[config.mk]
export PLATFORM = sky130hd
export DESIGN_NAME = adcocb_output_config_bits
export DESIGN_NICKNAME = d
export VERILOG_FILES = /design/src/hdl/adcocb_pkg.sv /design/src/hdl/adcocb_output_config_bits.sv
export VERILOG_INCLUDE_DIRS = /design/src /design/src/hdl
export SDC_FILE = /design/constraint.sdc
export NUM_CORES = 1
export LEC_CHECK = 0
export BUFFER_PORTS_ARGS = -buffer_cell sky130_fd_sc_hd__buf_2
export CAP_MARGIN = 20
export CORE_UTILIZATION = 40
export DETAILED_ROUTE_END_ITERATION = 8
export GPL_ROUTABILITY_DRIVEN = 0
export SLEW_MARGIN = 15
export SYNTH_ARGS = -nofsm -noshare
export SYNTH_HDL_FRONTEND = slang
export SYNTH_SLANG_ARGS = --single-unit
[constraint.sdc]
create_clock -name clock -period 3.9 [get_ports clock]
set_clock_uncertainty 0.05 [all_clocks]
set_input_delay 0.975 -clock clock [delete_from_list [all_inputs] [get_ports clock]]
set_output_delay 0.975 -clock clock [all_outputs]
set_load 0.1 [all_outputs]
[src/hdl/adcocb_consts.svh]
// Constants for the output configuration register bank
// ==========================================================
// Operation
// - In dual-edge mode, bit 6 low samples I input, high samples Q input.
// - Interleave mode decodes from bits 7:5 plus the extended clock bit.
// - Bit 4 low gives offset binary output, high gives two's complement.
// - Bit 3 low disables time-stamp capture, high enables it.
// - Bit 2 low clocks output at double rate, high at single rate.
`ifndef ADCOCB_CONSTS_SVH
`define ADCOCB_CONSTS_SVH
`define ADCOCB_IDX_MAIN 4'h0
`define ADCOCB_IDX_RSVD 4'h1
`define ADCOCB_IDX_EXT 4'hE
`define ADCOCB_ADDR_MAIN 8'h00
`define ADCOCB_ADDR_RSVD 8'h04
`define ADCOCB_ADDR_EXT 8'h38
`define ADCOCB_ADDR_STATUS 8'h3C
`define ADCOCB_POR_MAIN 16'h2000
`define ADCOCB_POR_RSVD 16'h2907
`define ADCOCB_POR_EXT 16'h0000
`define ADCOCB_BIT_INSEL 6
`define ADCOCB_BIT_DES 7
`define ADCOCB_BIT_FMT 4
`define ADCOCB_BIT_TSTAMP 3
`define ADCOCB_BIT_SRATE 2
`define ADCOCB_BIT_EXTCLK 6
`define ADCOCB_MSB_IMODE 7
`define ADCOCB_LSB_IMODE 5
`define ADCOCB_IM_NORMAL 3'h0
`define ADCOCB_IM_IONLY 3'h4
`define ADCOCB_IM_QONLY 3'h6
`define ADCOCB_IM_BOTH 3'h5
`define ADCOCB_HTRANS_NONSEQ 2'h2
`define ADCOCB_HSIZE_WORD 3'h2
`endif

[src/hdl/adcocb_pkg.sv]
// Types for the output configuration register bank
package adcocb_pkg;
    typedef enum logic [2:0] {
        ADCOCB_MODE_NORMAL = 3'h0,
        ADCOCB_MODE_I_ONLY = 3'h1,
        ADCOCB_MODE_Q_ONLY = 3'h2,
        ADCOCB_MODE_BOTH = 3'h3,
        ADCOCB_MODE_CLOCK = 3'h4,
        ADCOCB_MODE_ILLEGAL = 3'h7
    } adcocb_mode_t;

    typedef struct packed {
        logic dualEdgeInputSelect;
        adcocb_mode_t interleaveMode;
        logic twosComplementSelect;
        logic timestampEnable;
        logic singleRateOutput;
    } adcocb_ctrl_t;

    typedef struct packed {
        logic [15:0] mainConfig;
        logic [15:0] reservedFixed;
        logic [15:0] extConfig;
        logic dataPhase;
        logic dataWrite;
        logic [7:0] dataAddr;
        logic [31:0] readData;
        adcocb_ctrl_t ctrl;
    } adcocb_state_t;
endpackage : adcocb_pkg

[src/hdl/adcocb_output_config_bits.sv]
// AHB-Lite register bank driving the converter output configuration controls
//
// The AHB-Lite interface to the registers is this design's own decision.
`timescale 1ns/1ns
`default_nettype none
`include "adcocb_consts.svh"
module adcocb_output_config_bits
    import adcocb_pkg::*;
(
    input wire logic clock,
    input wire logic rst,
    input wire logic hsel,
    input wire logic [7:0] haddr,
    input wire logic [1:0] htrans,
    input wire logic hwrite,
    input wire logic [2:0] hsize,
    input wire logic [31:0] hwdata,
    input wire logic hready,
    output logic hreadyout,
    output logic hresp,
    output logic [31:0] hrdata,
    output adcocb_ctrl_t ctrl
);
    adcocb_state_t state;
    adcocb_state_t next_state;

    // Address-phase qualifiers
    logic addrTake;
    logic readTake;

    // Data-phase write strobe, shared by every stored word
    logic writeLand;

    // Register contents as they stand after this cycle's write
    logic [15:0] landedMain;
    logic [15:0] landedRsvd;
    logic [15:0] landedExt;
    adcocb_ctrl_t landedCtrl;

    // ==========================================================
    // Mode decode
    // Unlisted pairs of code and clock bit report the illegal mode, so that
    // software sees a bad setting on the status word instead of a guess
    function automatic adcocb_mode_t decodeMode(input logic [2:0] code,
                                                input logic extClk);
        adcocb_mode_t mode;
        mode = ADCOCB_MODE_ILLEGAL;
        if (extClk) begin
            if (code == `ADCOCB_IM_NORMAL) begin
                mode = ADCOCB_MODE_CLOCK;
            end
        end else begin
            unique case (code)
                `ADCOCB_IM_NORMAL: begin
                    mode = ADCOCB_MODE_NORMAL;
                end
                `ADCOCB_IM_IONLY: begin
                    mode = ADCOCB_MODE_I_ONLY;
                end
                `ADCOCB_IM_QONLY: begin
                    mode = ADCOCB_MODE_Q_ONLY;
                end
                `ADCOCB_IM_BOTH: begin
                    mode = ADCOCB_MODE_BOTH;
                end
                default: begin
                    mode = ADCOCB_MODE_ILLEGAL;
                end
            endcase
        end
        decodeMode = mode;
    endfunction : decodeMode

    // ==========================================================
    // Control word
    // Bit 6 is always exported; the sampler only uses it in dual-edge mode
    function automatic adcocb_ctrl_t buildCtrl(input logic [15:0] mainCfg,
                                               input logic [15:0] extCfg);
        adcocb_ctrl_t c;
        c = '0;
        c.dualEdgeInputSelect = mainCfg[`ADCOCB_BIT_INSEL];
        c.interleaveMode = decodeMode(mainCfg[`ADCOCB_MSB_IMODE:`ADCOCB_LSB_IMODE],
                                      extCfg[`ADCOCB_BIT_EXTCLK]);
        c.twosComplementSelect = mainCfg[`ADCOCB_BIT_FMT];
        c.timestampEnable = mainCfg[`ADCOCB_BIT_TSTAMP];
        c.singleRateOutput = mainCfg[`ADCOCB_BIT_SRATE];
        buildCtrl = c;
    endfunction : buildCtrl

    // ==========================================================
    // Read decode
    // Only the low half of each word is significant; the upper half reads 0
    function automatic logic [31:0] readWord(input logic [7:0] addr,
                                             input logic [15:0] mainCfg,
                                             input logic [15:0] rsvdCfg,
                                             input logic [15:0] extCfg,
                                             input adcocb_ctrl_t ctrlNow);
        logic [31:0] word;
        word = 32'h0000_0000;
        unique case (addr)
            `ADCOCB_ADDR_MAIN: begin
                word = {16'h0000, mainCfg};
            end
            `ADCOCB_ADDR_RSVD: begin
                word = {16'h0000, rsvdCfg};
            end
            `ADCOCB_ADDR_EXT: begin
                word = {16'h0000, extCfg};
            end
            `ADCOCB_ADDR_STATUS: begin
                word = {24'h00_0000, 1'h0, ctrlNow};
            end
            default: begin
                word = 32'h0000_0000;
            end
        endcase
        readWord = word;
    endfunction : readWord

    // ==========================================================
    // Bus qualifiers
    // The slave never inserts wait states, so hready only gates the address phase
    assign addrTake = hsel && hready && htrans == `ADCOCB_HTRANS_NONSEQ;
    assign readTake = addrTake && !hwrite;
    assign writeLand = state.dataPhase && state.dataWrite;

    // ==========================================================
    // Write landing
    // Unmapped addresses and the status word leave every stored word alone
    adcocb_word_land #(
        .WORD_ADDR(`ADCOCB_ADDR_MAIN)
    ) i_landMain (
        .writeLand(writeLand),
        .dataAddr(state.dataAddr),
        .writeData(hwdata[15:0]),
        .heldWord(state.mainConfig),
        .landedWord(landedMain)
    );

    adcocb_word_land #(
        .WORD_ADDR(`ADCOCB_ADDR_RSVD)
    ) i_landRsvd (
        .writeLand(writeLand),
        .dataAddr(state.dataAddr),
        .writeData(hwdata[15:0]),
        .heldWord(state.reservedFixed),
        .landedWord(landedRsvd)
    );

    adcocb_word_land #(
        .WORD_ADDR(`ADCOCB_ADDR_EXT)
    ) i_landExt (
        .writeLand(writeLand),
        .dataAddr(state.dataAddr),
        .writeData(hwdata[15:0]),
        .heldWord(state.extConfig),
        .landedWord(landedExt)
    );
    assign landedCtrl = buildCtrl(landedMain, landedExt);

    // ==========================================================
    // Next state
    always_comb begin
        next_state = state;
        next_state.dataPhase = addrTake;
        if (addrTake) begin
            next_state.dataWrite = hwrite;
            next_state.dataAddr = haddr;
        end
        next_state.mainConfig = landedMain;
        next_state.reservedFixed = landedRsvd;
        next_state.extConfig = landedExt;
        // A read right behind a write to the same word returns the new value
        next_state.readData = 32'h0000_0000;
        if (readTake) begin
            next_state.readData = readWord(haddr, landedMain, landedRsvd, landedExt,
                                           landedCtrl);
        end
        next_state.ctrl = landedCtrl;
    end

    // ==========================================================
    // State register
    always_ff @(posedge clock) begin
        if (rst) begin
            state <= '0;
            state.mainConfig <= `ADCOCB_POR_MAIN;
            state.reservedFixed <= `ADCOCB_POR_RSVD;
            state.extConfig <= `ADCOCB_POR_EXT;
            state.ctrl.interleaveMode <= ADCOCB_MODE_NORMAL;
        end else begin
            state <= next_state;
        end
    end

    // ==========================================================
    // Outputs
    // Zero wait states and an always-OKAY response need no flop
    assign hreadyout = 1'h1;
    assign hresp = 1'h0;
    assign hrdata = state.readData;
    assign ctrl = state.ctrl;
endmodule : adcocb_output_config_bits

// ==========================================================
// Write landing for one stored word
module adcocb_word_land
    import adcocb_pkg::*;
#(
    parameter logic [7:0] WORD_ADDR = 8'h00
)
(
    input wire logic writeLand,
    input wire logic [7:0] dataAddr,
    input wire logic [15:0] writeData,
    input wire logic [15:0] heldWord,
    output logic [15:0] landedWord
);
    // The word moves only in the data phase of a write to its own address
    always_comb begin
        landedWord = heldWord;
        if (writeLand && dataAddr == WORD_ADDR) begin
            landedWord = writeData;
        end
    end
endmodule : adcocb_word_land
`default_nettype wire

# After elaboration in Yosys (flattened, before gate mapping)
# Cells that the tools add are included.
[totals]
ff_bits = 97
input_bits = 50
output_inout_bits = 41
word_cells = 41
[classes]
eq_ne = 9
mux = 7
n_bitwise = 1
reduce_logical = 12
[ops]
columns = ["operator", "n"]
rows = [
  ["$pmux W16 S4", 1],
  ["$mux W16", 3],
  ["$eq A8 B6 Y1 const B", 3],
  ["$eq A8 B3 Y1 const B", 2],
  ["$logic_not A8 Y1", 2],
  ["$pmux W3 S4", 1],
  ["$eq A3 B3 Y1 const B", 3],
  ["$logic_and A1 B1 Y1", 7],
  ["$logic_not A3 Y1", 1],
  ["$mux W3", 1],
  ["$eq A2 B2 Y1 const B", 1],
  ["$mux W2", 1],
  ["$reduce_or A2 Y1", 1],
  ["$logic_not A1 Y1", 1],
  ["$not A1 Y1", 1],
]

# Logic depth before layout (Yosys ltp)
# Gate-level depths: netlist (run 1).
[logic_depth]
depth_word = 7
depth_mapped = 7
mapped_depth_nobuf = 5

# By module
# A second synthesis (run 1) with hierarchy kept.
[unflattened]
hier_cells = 346
hier_area_um2 = 3749.8
[modules_own_cells]
columns = ["mod", "instances", "cells_each", "area_per_inst_um2", "seq_area_each_um2"]
rows = [
  ["adcocb_output_config_bits", 1, 285, 2905.3, 1541.5],
  ["adcocb_word_land at i_landExt", 1, 20, 284.0, 0.0],
  ["adcocb_word_land at i_landRsvd", 1, 20, 281.5, 0.0],
  ["adcocb_word_land at i_landMain", 1, 21, 279.0, 0.0],
]

# Worst setup path before layout (run 1)
# No wires, ideal clock.
[synth_path]
path_kind = "input to register"
start = "input htrans[0]"
end = "register state, in the netlist hrdata[10]"
setup_time_ps = 58
t_arrival_ps = 2107
required_time_ps = 3792
setup_slack_ps = 1685
cell_stages = 6
path_buffers = 2
path_cell_list = "nand4b_1 > nor2_1 > o211a_1 > buf_2 > buf_2 > o21a_1"
[synth_between]
elab_chain_len = 5
[synth_rtl]
columns = ["element", "line_no", "text"]
rows = [
  ["start: declaration", "adcocb_output_config_bits.sv:14", "input wire logic [1:0] htrans,"],
  ["$eq A2 B2 Y1 (no line)", "n/a", ""],
  ["$logic_and A1 B1 Y1 (no line)", "n/a", ""],
  ["$logic_and A1 B1 Y1", "adcocb_output_config_bits.sv:124", "assign readTake = addrTake && !hwrite;"],
  ["$not A1 Y1 (no line)", "n/a", ""],
  ["$reduce_or A2 Y1 (no line)", "n/a", ""],
  ["end signal: assignment", "adcocb_output_config_bits.sv:192", "state <= next_state;"],
  ["end: declaration", "adcocb_output_config_bits.sv:24", "adcocb_state_t state;"],
]
# No other way between the ends.
# A chain may end at the register's enable or synchronous reset.

# Worst setup path after layout (run 1)
[layout_path]
start = "register state[40] (netlist bit)"
end = "register state, in the netlist hrdata[0]"
[layout_between]
elab_chain_len = 4
elab_cells_between_ends = 10
classes_between = "2 x eq/ne; 4 x mux; 4 x reduce/logical"
[layout_rtl]
columns = ["element", "line_no", "text"]
rows = [
  ["$eq A8 B6 Y1, or another cell as far along", "adcocb_output_config_bits.sv:222", "if (writeLand && dataAddr == WORD_ADDR) begin"],
  ["$logic_and A1 B1 Y1", "adcocb_output_config_bits.sv:222", ""],
  ["$mux W16", "adcocb_output_config_bits.sv:222", ""],
  ["$pmux W16 S4 *", "adcocb_output_config_bits.sv:100", "unique case (addr)"],
]
# Every way passes the cells marked *; elsewhere a longest branch is shown, timed or not.

==> metrics, run 1 <==
status=completed; CP Launch Type=flop; Vias/cell=4.95; Die Area=0.00918 mm^2; ys async rst share=0; Critical Path Sink Type=flop; Routed Antenna Nets=0; Setup Crit Path Kind=flop to flop; worst hold start=state[39]; Max-slew headroom=0.392; number of global-route vias before repair=2368; Yosys warnings=0; PostCTS Resize Cnt=0; final core occ=0.455; ys flop type=dfxtp_1; routed len/inst=14.3 um; pwr dens=about 420 mW/mm^2; most common cell after layout, fill and taps aside=dfxtp_1; Synth Register Bits=77; Fillers=842; Final Cell Area=0.00381 mm^2; total power=1.60 mW; Max VDD drop=0.000170 V; Distinct cells, synth=45; Hold Crit Class=flop to flop; GRT Total Usage=0.168; DRT iter0 DRCs=about 120; Post-CTS Setup Inserts=0; pin count of the biggest net entering global routing=61; DP Area=~0.0036 mm^2; gr ovfl total=0; Max Fclk=between 300 and 400 MHz; dpl hpwl=~4800 um; Routed WL=7160 um; clk buf depth=2; layout cells sized above 1=0.217; setup TNS=0 ns; clk sinks=slightly below 80; CP max FO=16; antenna violations before repair=0; worst skew pair latency=0.34 ns; arrival time worst endpoint=2.79 ns; RSZ-0062 raised after global routing=false; Slew Viols, Final=0; total number of vias=2486; final setup fails=0; Hold-fix buffers, CTS=0; fin cells=roughly 500; max-cap violations=0; Die Wd=between 90 and 100 um; synthesized area=between 0.003 and 0.004 mm^2; Cells after Synth=368; critical path required time=4.08 ns; pre-CTS setup slack=between 1 and 1.5 ns; DRC violations left=0; I/O Pins=91; Hold Fails Final Rpt=0; H-Tree Depth=3; commonest cells after routing, fill and taps aside=dfxtp_1, nor2_1, buf_2; first-pass GRT wire length=around 12000 um; core region area=between 0.008 and 0.009 mm^2; worst setup path startpoint=state[40]; setup ws final=approximately 1.3 ns; Die Ht=95.8 um; PortBufs=53; syn_area_per_cell=9.57 um^2; Leak=1.69 nW; Ant. Diodes=0; number of flops mapped to enable cells by yosys=0; root buffer cell=clkbuf_8; Seq/Total Area, Yosys=0.438; worst hold slack=approximately 0.4 ns; CTS Buf Count=9; Layout area overhead=8.21%; placed insts=486; CTS tree=done; final critical-path required period=~2.6 ns; nets=442; initial core utilization=0.420; Pre-Repair DR Iteration Count=4; worst slew pin tran=0.912 ns; Period Utilization, post-route=0.669; Worst-path clk slew=0.08 ns; R2R Path Start=state[40]; num rows=33
==> kinds of logic after synthesis <==
kind of cell,synth area share
simple gates,0.167
mux,0.161
compound gates,0.0998
flops,0.438
buf+inv,0.127
other cells,0.00213
fa+ha+maj,0.00568
==> metal layers <==
layer	vias to the layer above	global-route usage	routed length, um	share of wire
li1	1255	-	-	-
met5	-	0	0	0
met1	1175	0.214	3310	0.46
met3	2	0.0276	273	0.038
met2	54	0.281	3540	0.49
met4	0	0.0684	40	0.0056
==> final cells by class <==
cell class | count | area, um^2 | share of cell area
Tap cell | 105 | 131 | 0.0345
Multi-Input combinational cell | 243 | 1590 | 0.418
Sequential cell | 77 | 1540 | 0.404
Clock inverter | 6 | 93.8 | 0.0246
Clock buffer | 10 | 138 | 0.0361
Inverter | 3 | 11.3 | 0.00295
Timing Repair Buffer | 58 | 303 | 0.0794
==> path summary, 6_finish.rpt <==
path                            slack (ns)   endpoint  cells after the start
worst max-delay path                  1.29  hrdata[0]                      6
worst min-delay path                  0.40  state[39]                      2
worst max register to register        1.29  hrdata[0]                      6
worst min register to register        0.40  state[39]                      2
==> state kept, by name (all words and copies together) (netlist names) <==
register  cells
ctrl          3
hrdata       16
state        58
==> Yosys cell counts, types with 2 or more instances <==
library cell | instances | area share
o22ai_1 | 16 | 0.028
buf_6 | 4 | 0.013
o21a_1 | 12 | 0.026
buf_4 | 42 | 0.090
clkbuf_1 | 11 | 0.012
and3_1 | 3 | 0.0053
nand2_1 | 22 | 0.023
buf_2 | 3 | 0.0043
nor3_1 | 2 | 0.0028
mux2_1 | 2 | 0.0064
inv_1 | 3 | 0.0032
o31a_1 | 2 | 0.0050
nor4_2 | 2 | 0.0071
conb_1 | 2 | 0.0021
nand2b_1 | 7 | 0.012
mux2_2 | 3 | 0.0096
nor2_1 | 58 | 0.062
nand3_1 | 8 | 0.011
maj3_1 | 2 | 0.0057
nand4b_1 | 2 | 0.0050
mux2i_1 | 48 | 0.14
nor2b_1 | 2 | 0.0036
dfxtp_1 | 77 | 0.44
a21oi_1 | 13 | 0.018
and4b_1 | 2 | 0.0057
==> worst max-delay path, stage by stage (launching register included) <==
cell	delay, ns
dfxtp_1	0.32
and4bb_1	0.37
and4b_1	0.83
buf_4	0.29
mux2i_1	0.32
o22ai_1	0.12
o21a_1	0.22
==> where the power goes <==
part	switching (mW)	internal (mW)	leakage, nW
Clock	0.295	0.382	0.113
Sequential	0.00134	0.788	0.621
Combinational	0.110	0.0197	0.952
No activity file was read; power rests on OpenSTA's default activity.
==> run 2, diff against run 1 <==
Settings changed: ABC_AREA set to 1.
Clock period 3.9 ns to 2.4 ns, I/O delays scaled along.
==> metrics, run 2 <==
Period Utilization, post-route=0.772; CTS tree=done; setup TNS=0 ns; area leader, netlist=dfxtp_1; Sequential Area=0.00154 mm^2; Pre-Repair DR Iteration Count=4; commonest cells after routing, fill and taps aside=nand2_1, dfxtp_1, inv_1, nor2_1, buf_2; CTS Buf Count=9; Layout area overhead=8.13%; Worst-path clk slew=0.08 ns; PostCTS Resize Cnt=0; PortBufs=53; Die Ht=between 100 and 150 um; Fillers=1001; max-cap violations=0; Setup Crit Path Kind=flop to flop; sw frac=0.269; number of flops mapped to enable cells by yosys=0; I/O Pins=91; Die Wd=101 um; Max VDD drop=~0.00029 V; status=completed; Hold Fails Final Rpt=0; Vias/cell=4.47; Die Area=0.0102 mm^2; Hold-fix buffers, CTS=0; final core occ=0.453; Routed Antenna Nets=0; ys flop type=dfxtp_1; most common cell after layout, fill and taps aside=nand2_1; most frequent cell after synthesis=nand2_1; Slew Viols, Final=0; register with the most flip-flops=state; dpl hpwl=5630 um; antenna violations before repair=0; DRT iter0 DRCs=76; Critical Path Sink Type=flop; worst slew pin tran=0.559 ns; final setup fails=0; arrival time worst endpoint=2.08 ns; clk sinks=77; root buffer cell=clkbuf_8; multi-input logic area=0.00167 mm^2; nets=608; synthesized area=0.00393 mm^2; total number of vias=3096; number of global-route vias before repair=2776; num rows=35; Hold Crit Class=flop to flop; Synth top area share=0.393; layout cells sized above 1=0.266; initial core utilization=0.419; P_sw=0.699 mW; Seq/Total Area, Yosys=0.393; final critical-path required period=between 1.5 and 2 ns; routed len/inst=11.4 um; core region area=0.00937 mm^2; Synth Register Bits=77; power share of the clock group=0.412; worst hold slack=around 0.42 ns; critical path required time=2.63 ns; max FFs per register=58; Post-CTS Setup Inserts=0; sequential share of power=0.495; Routed WL=7920 um; syn_area_per_cell=7.42 um^2; Cells after Synth=529; Max-slew headroom=0.627; first-pass GRT wire length=13100 um; Internal=between 1.5 and 2 mW; pwr dens=613 mW/mm^2; ys async rst share=0; gr ovfl total=0; CP max FO=32; DRC violations left=0; Max Fclk=~540 MHz; Comb pwr share=0.093; clk buf depth=2; H-Tree Depth=3; Yosys warnings=0; pin count of the biggest net entering global routing=between 50 and 60; worst skew pair latency=0.35 ns; Distinct cells, synth=35; RSZ-0062 raised after global routing=false; Leak=1.94 nW; GRT Total Usage=0.169; dominant cells by area after synthesis=dfxtp_1, nand2_1, buf_4; Commonest cells post-synth=nand2_1, dfxtp_1, inv_1, nor2_1, buf_4; Ant. Diodes=0; CP Launch Type=flop
run 2: cell types whose count changed in the layout (fill, tap and decap cells not counted), sizes merged, moves of 7 or more:
cell | previous run | this run
mux2i | 49 | 0
a21oi | 13 | 22
o22ai | 16 | 4
nand2 | 22 | 99
o21ai | 1 | 58
nand2b | 7 | 0
nor2 | 58 | 85
inv | 4 | 83
run 2: area by class of cell:
cell class / instances / share of cell area
Clock buffer: 10 / 0.0301
Clock inverter: 6 / 0.0206
Inverter: 88 / 0.0784
Multi-Input combinational cell: 321 / 0.393
Sequential cell: 77 / 0.363
Tap cell: 129 / 0.0380
Timing Repair Buffer: 61 / 0.0766
run 2: logic make-up (layout without fill, tap and decap cells):
kind of cell | Yosys count | after routing | synth area share
other cells | 2 | 18 | 0.00191
compound gates | 95 | 95 | 0.153
buf+inv | 147 | 165 | 0.198
simple gates | 208 | 208 | 0.255
flops | 77 | 77 | 0.393
run 2: critical path, cell delays in order, from the launching register on:
cell     delay [ns]
dfxtp_1        0.35
nor2_1         0.14
nand2_2        0.13
inv_2          0.11
nand3_4        0.30
o21ai_0        0.33
nand2_1        0.07
o21ai_0        0.08
nor2_1         0.07
a21oi_1        0.13
run 2: power groups by stage:
stage	combinational, mW	sequential (mW)	clock (mW)
after floorplan	0.218	1.32	0
after global placement	0.241	1.32	0
after detailed placement	0.242	1.32	0
after CTS	0.243	1.29	1.10
after global routing	0.256	1.29	1.16
final	0.241	1.29	1.07
run 2: routing by layer:
metal / track usage / wire length, um / vias to the layer above
li1: - / - / 1620
met1: 0.208 / 3630 / 1380
met2: 0.278 / 3740 / 82
met3: 0.0485 / 384 / 14
met4: 0.0647 / 157 / 0
met5: 0 / 0 / -
run 2: through the flow:
| step | cells | total power, mW | worst slack, ns | cell area, um^2 |
|---|---|---|---|---|
| 6_report | 692 | 2.60 | 0.547 | 4250 |
| 5_1_grt | 692 | 2.70 | 0.386 | 4250 |
| 4_1_cts | 692 | 2.63 | 0.520 | 4250 |
| 3_5_place_dp | 676 | 1.56 | 0.240 | 4030 |
| 3_3_place_gp | 676 | 1.56 | 0.266 | 4030 |
| 2_1_floorplan | 545 | 1.54 | 0.683 | 3990 |
run 2: worst paths after layout:
check	startpoint	end	slack, ns	depth (start not counted)
worst max-delay path	state[43]	hrdata[4]	0.55	9
worst min-delay path	state[45]	state[45]	0.42	2
worst max register to register	state[43]	hrdata[4]	0.55	9
worst min register to register	state[45]	state[45]	0.42	2
==> run 3, diff against run 2 <==
Clock period 2.4 ns to 1.75 ns, I/O delays scaled along.
==> metrics, run 3 (synthesized netlist as in run 2, its figures left out) <==
initial core utilization=0.419; sw frac=0.279; Die Area=between 0.01 and 0.015 mm^2; max-cap violations=0; Hold Crit Class=input port to flop; crit-path cells=buf_2; final core occ=0.490; clk sinks=77; Max VDD drop=0.000482 V; RSZ-0062 raised after global routing=true; max FFs per register=58; DRC violations left=0; Slew Viols, Final=0; total power=3.53 mW; final critical-path required period=1.67 ns; Vias/cell=4.43; Comb pwr share=0.104; GRT Total Usage=0.171; sequential share of power=0.501; number of global-route vias before repair=2969; Setup Crit Path Kind=flop to output port; Worst-path clk slew=0.08 ns; slowest stage cell, crit path=buf_2; num rows=35; pin count of the biggest net entering global routing=29; nets=632; worst hold slack=0.314 ns; r2r endpoint=hrdata[5]; Period Utilization, post-route=0.952; worst reg-to-reg path cell count=10; Critical Path Sink Type=output port; Hold-fix buffers, CTS=0; total number of vias=3174; Routed Antenna Nets=0; pwr dens=769 mW/mm^2; Leak=between 2 and 2.5 nW; CP max FO=3; final setup fails=0; dpl hpwl=5940 um; CP peak stage delay=0.45 ns; setup ws final=0.0842 ns; Pre-Repair DR Iteration Count=4; arrival time worst endpoint=approximately 1.2 ns; Max Fclk=600 MHz; clk buf depth=2; R2R Path Start=state[42]; I/O Pins=91; CP Depth=1; worst setup path startpoint=state[87]; pre-CTS setup slack=-0.0806 ns; antenna violations before repair=0; layout cells sized above 1=0.324; core region area=between 0.009 and 0.01 mm^2; status=completed; H-Tree Depth=3; CP bufs+invs=1; critical path required time=1.26 ns; power share of the clock group=0.394; first-pass GRT wire length=13400 um; register with the most flip-flops=state; most common cell after layout, fill and taps aside=nand2_1; Ant. Diodes=0; gr ovfl total=0; cell family contributing the most delay on the critical path=buffers and inverters; commonest cells after routing, fill and taps aside=nand2_1, dfxtp_1, inv_1; CP Launch Type=flop; R2R Setup Slk=approximately 0.09 ns; root buffer cell=clkbuf_8; worst skew pair latency=0.35 ns; routed len/inst=11.7 um; setup TNS=0 ns; CP endpoint=ctrl[6]; Layout area overhead=17.0%; Die Ht=about 100 um; DRT iter0 DRCs=96; Hold Fails Final Rpt=0; PortBufs=53; Routed WL=8340 um; CTS Buf Count=9; Internal=2.54 mW; Die Wd=approximately 100 um; P_sw=between 0.9 and 1 mW; CTS tree=done
run 3: changes by cell type in the layout (fill, tap and decap cells not counted), sizes merged:
cell | previous run | this run
buf | 61 | 83
bufinv | 2 | 1
clkbuf | 10 | 11
clkinv | 6 | 8
clkinvlp | 3 | 0
inv | 83 | 85
nand3 | 9 | 10
run 3: worst min-delay path by stage:
stage | start | to | depth (start not counted)
after global routing | haddr[5] | state[44] | 3
after floorplan | state[46] | state[46] | 2
after global placement | state[46] | state[46] | 2
final | haddr[5] | state[44] | 3
after detailed placement | state[45] | state[45] | 2
after CTS | haddr[4] | state[43] | 3
run 3: through the flow:
stage	area, um^2	cells
final	4590	716
after floorplan	3990	545
after detailed placement	4180	689
after CTS	4390	705
after global routing	4590	716
after global placement	4180	689
run 3: what timing repair did:
item	in CTS	in global routing
gates resized for setup	0	29
buffers inserted	0	9
endpoints found under the setup margin	0	20
endpoints found under the hold margin	0	0
run 3: area by class of cell:
class | count | area [um^2]
Fill cell | 998 | 4780
Multi-Input combinational cell | 322 | 1730
Sequential cell | 77 | 1550
Timing Repair Buffer | 84 | 606
Inverter | 88 | 335
Tap cell | 129 | 161
Clock buffer | 10 | 138
Clock inverter | 6 | 70.1
run 3: power by group through the flow:
stage / registers [mW] / logic, mW / clock network [mW]
after floorplan: 1.81 / 0.299 / 0
after global placement: 1.81 / 0.336 / 0
after detailed placement: 1.81 / 0.340 / 0
after CTS: 1.77 / 0.340 / 1.44
after global routing: 1.77 / 0.391 / 1.50
final: 1.77 / 0.368 / 1.39
run 3: worst reg2reg max path: cells and delay by family (launching register included):
family	cells	cell delay, ns
flip-flops	1	0.36
AND/OR/NAND/NOR	9	1.07
AO/OA/AOI/OAI	1	0.06
run 3: metal layers:
layer  GRT usage  share of wire
met5           0              0
met4      0.0513          0.014
met3      0.0485          0.052
met2       0.300           0.49
met1       0.201           0.45
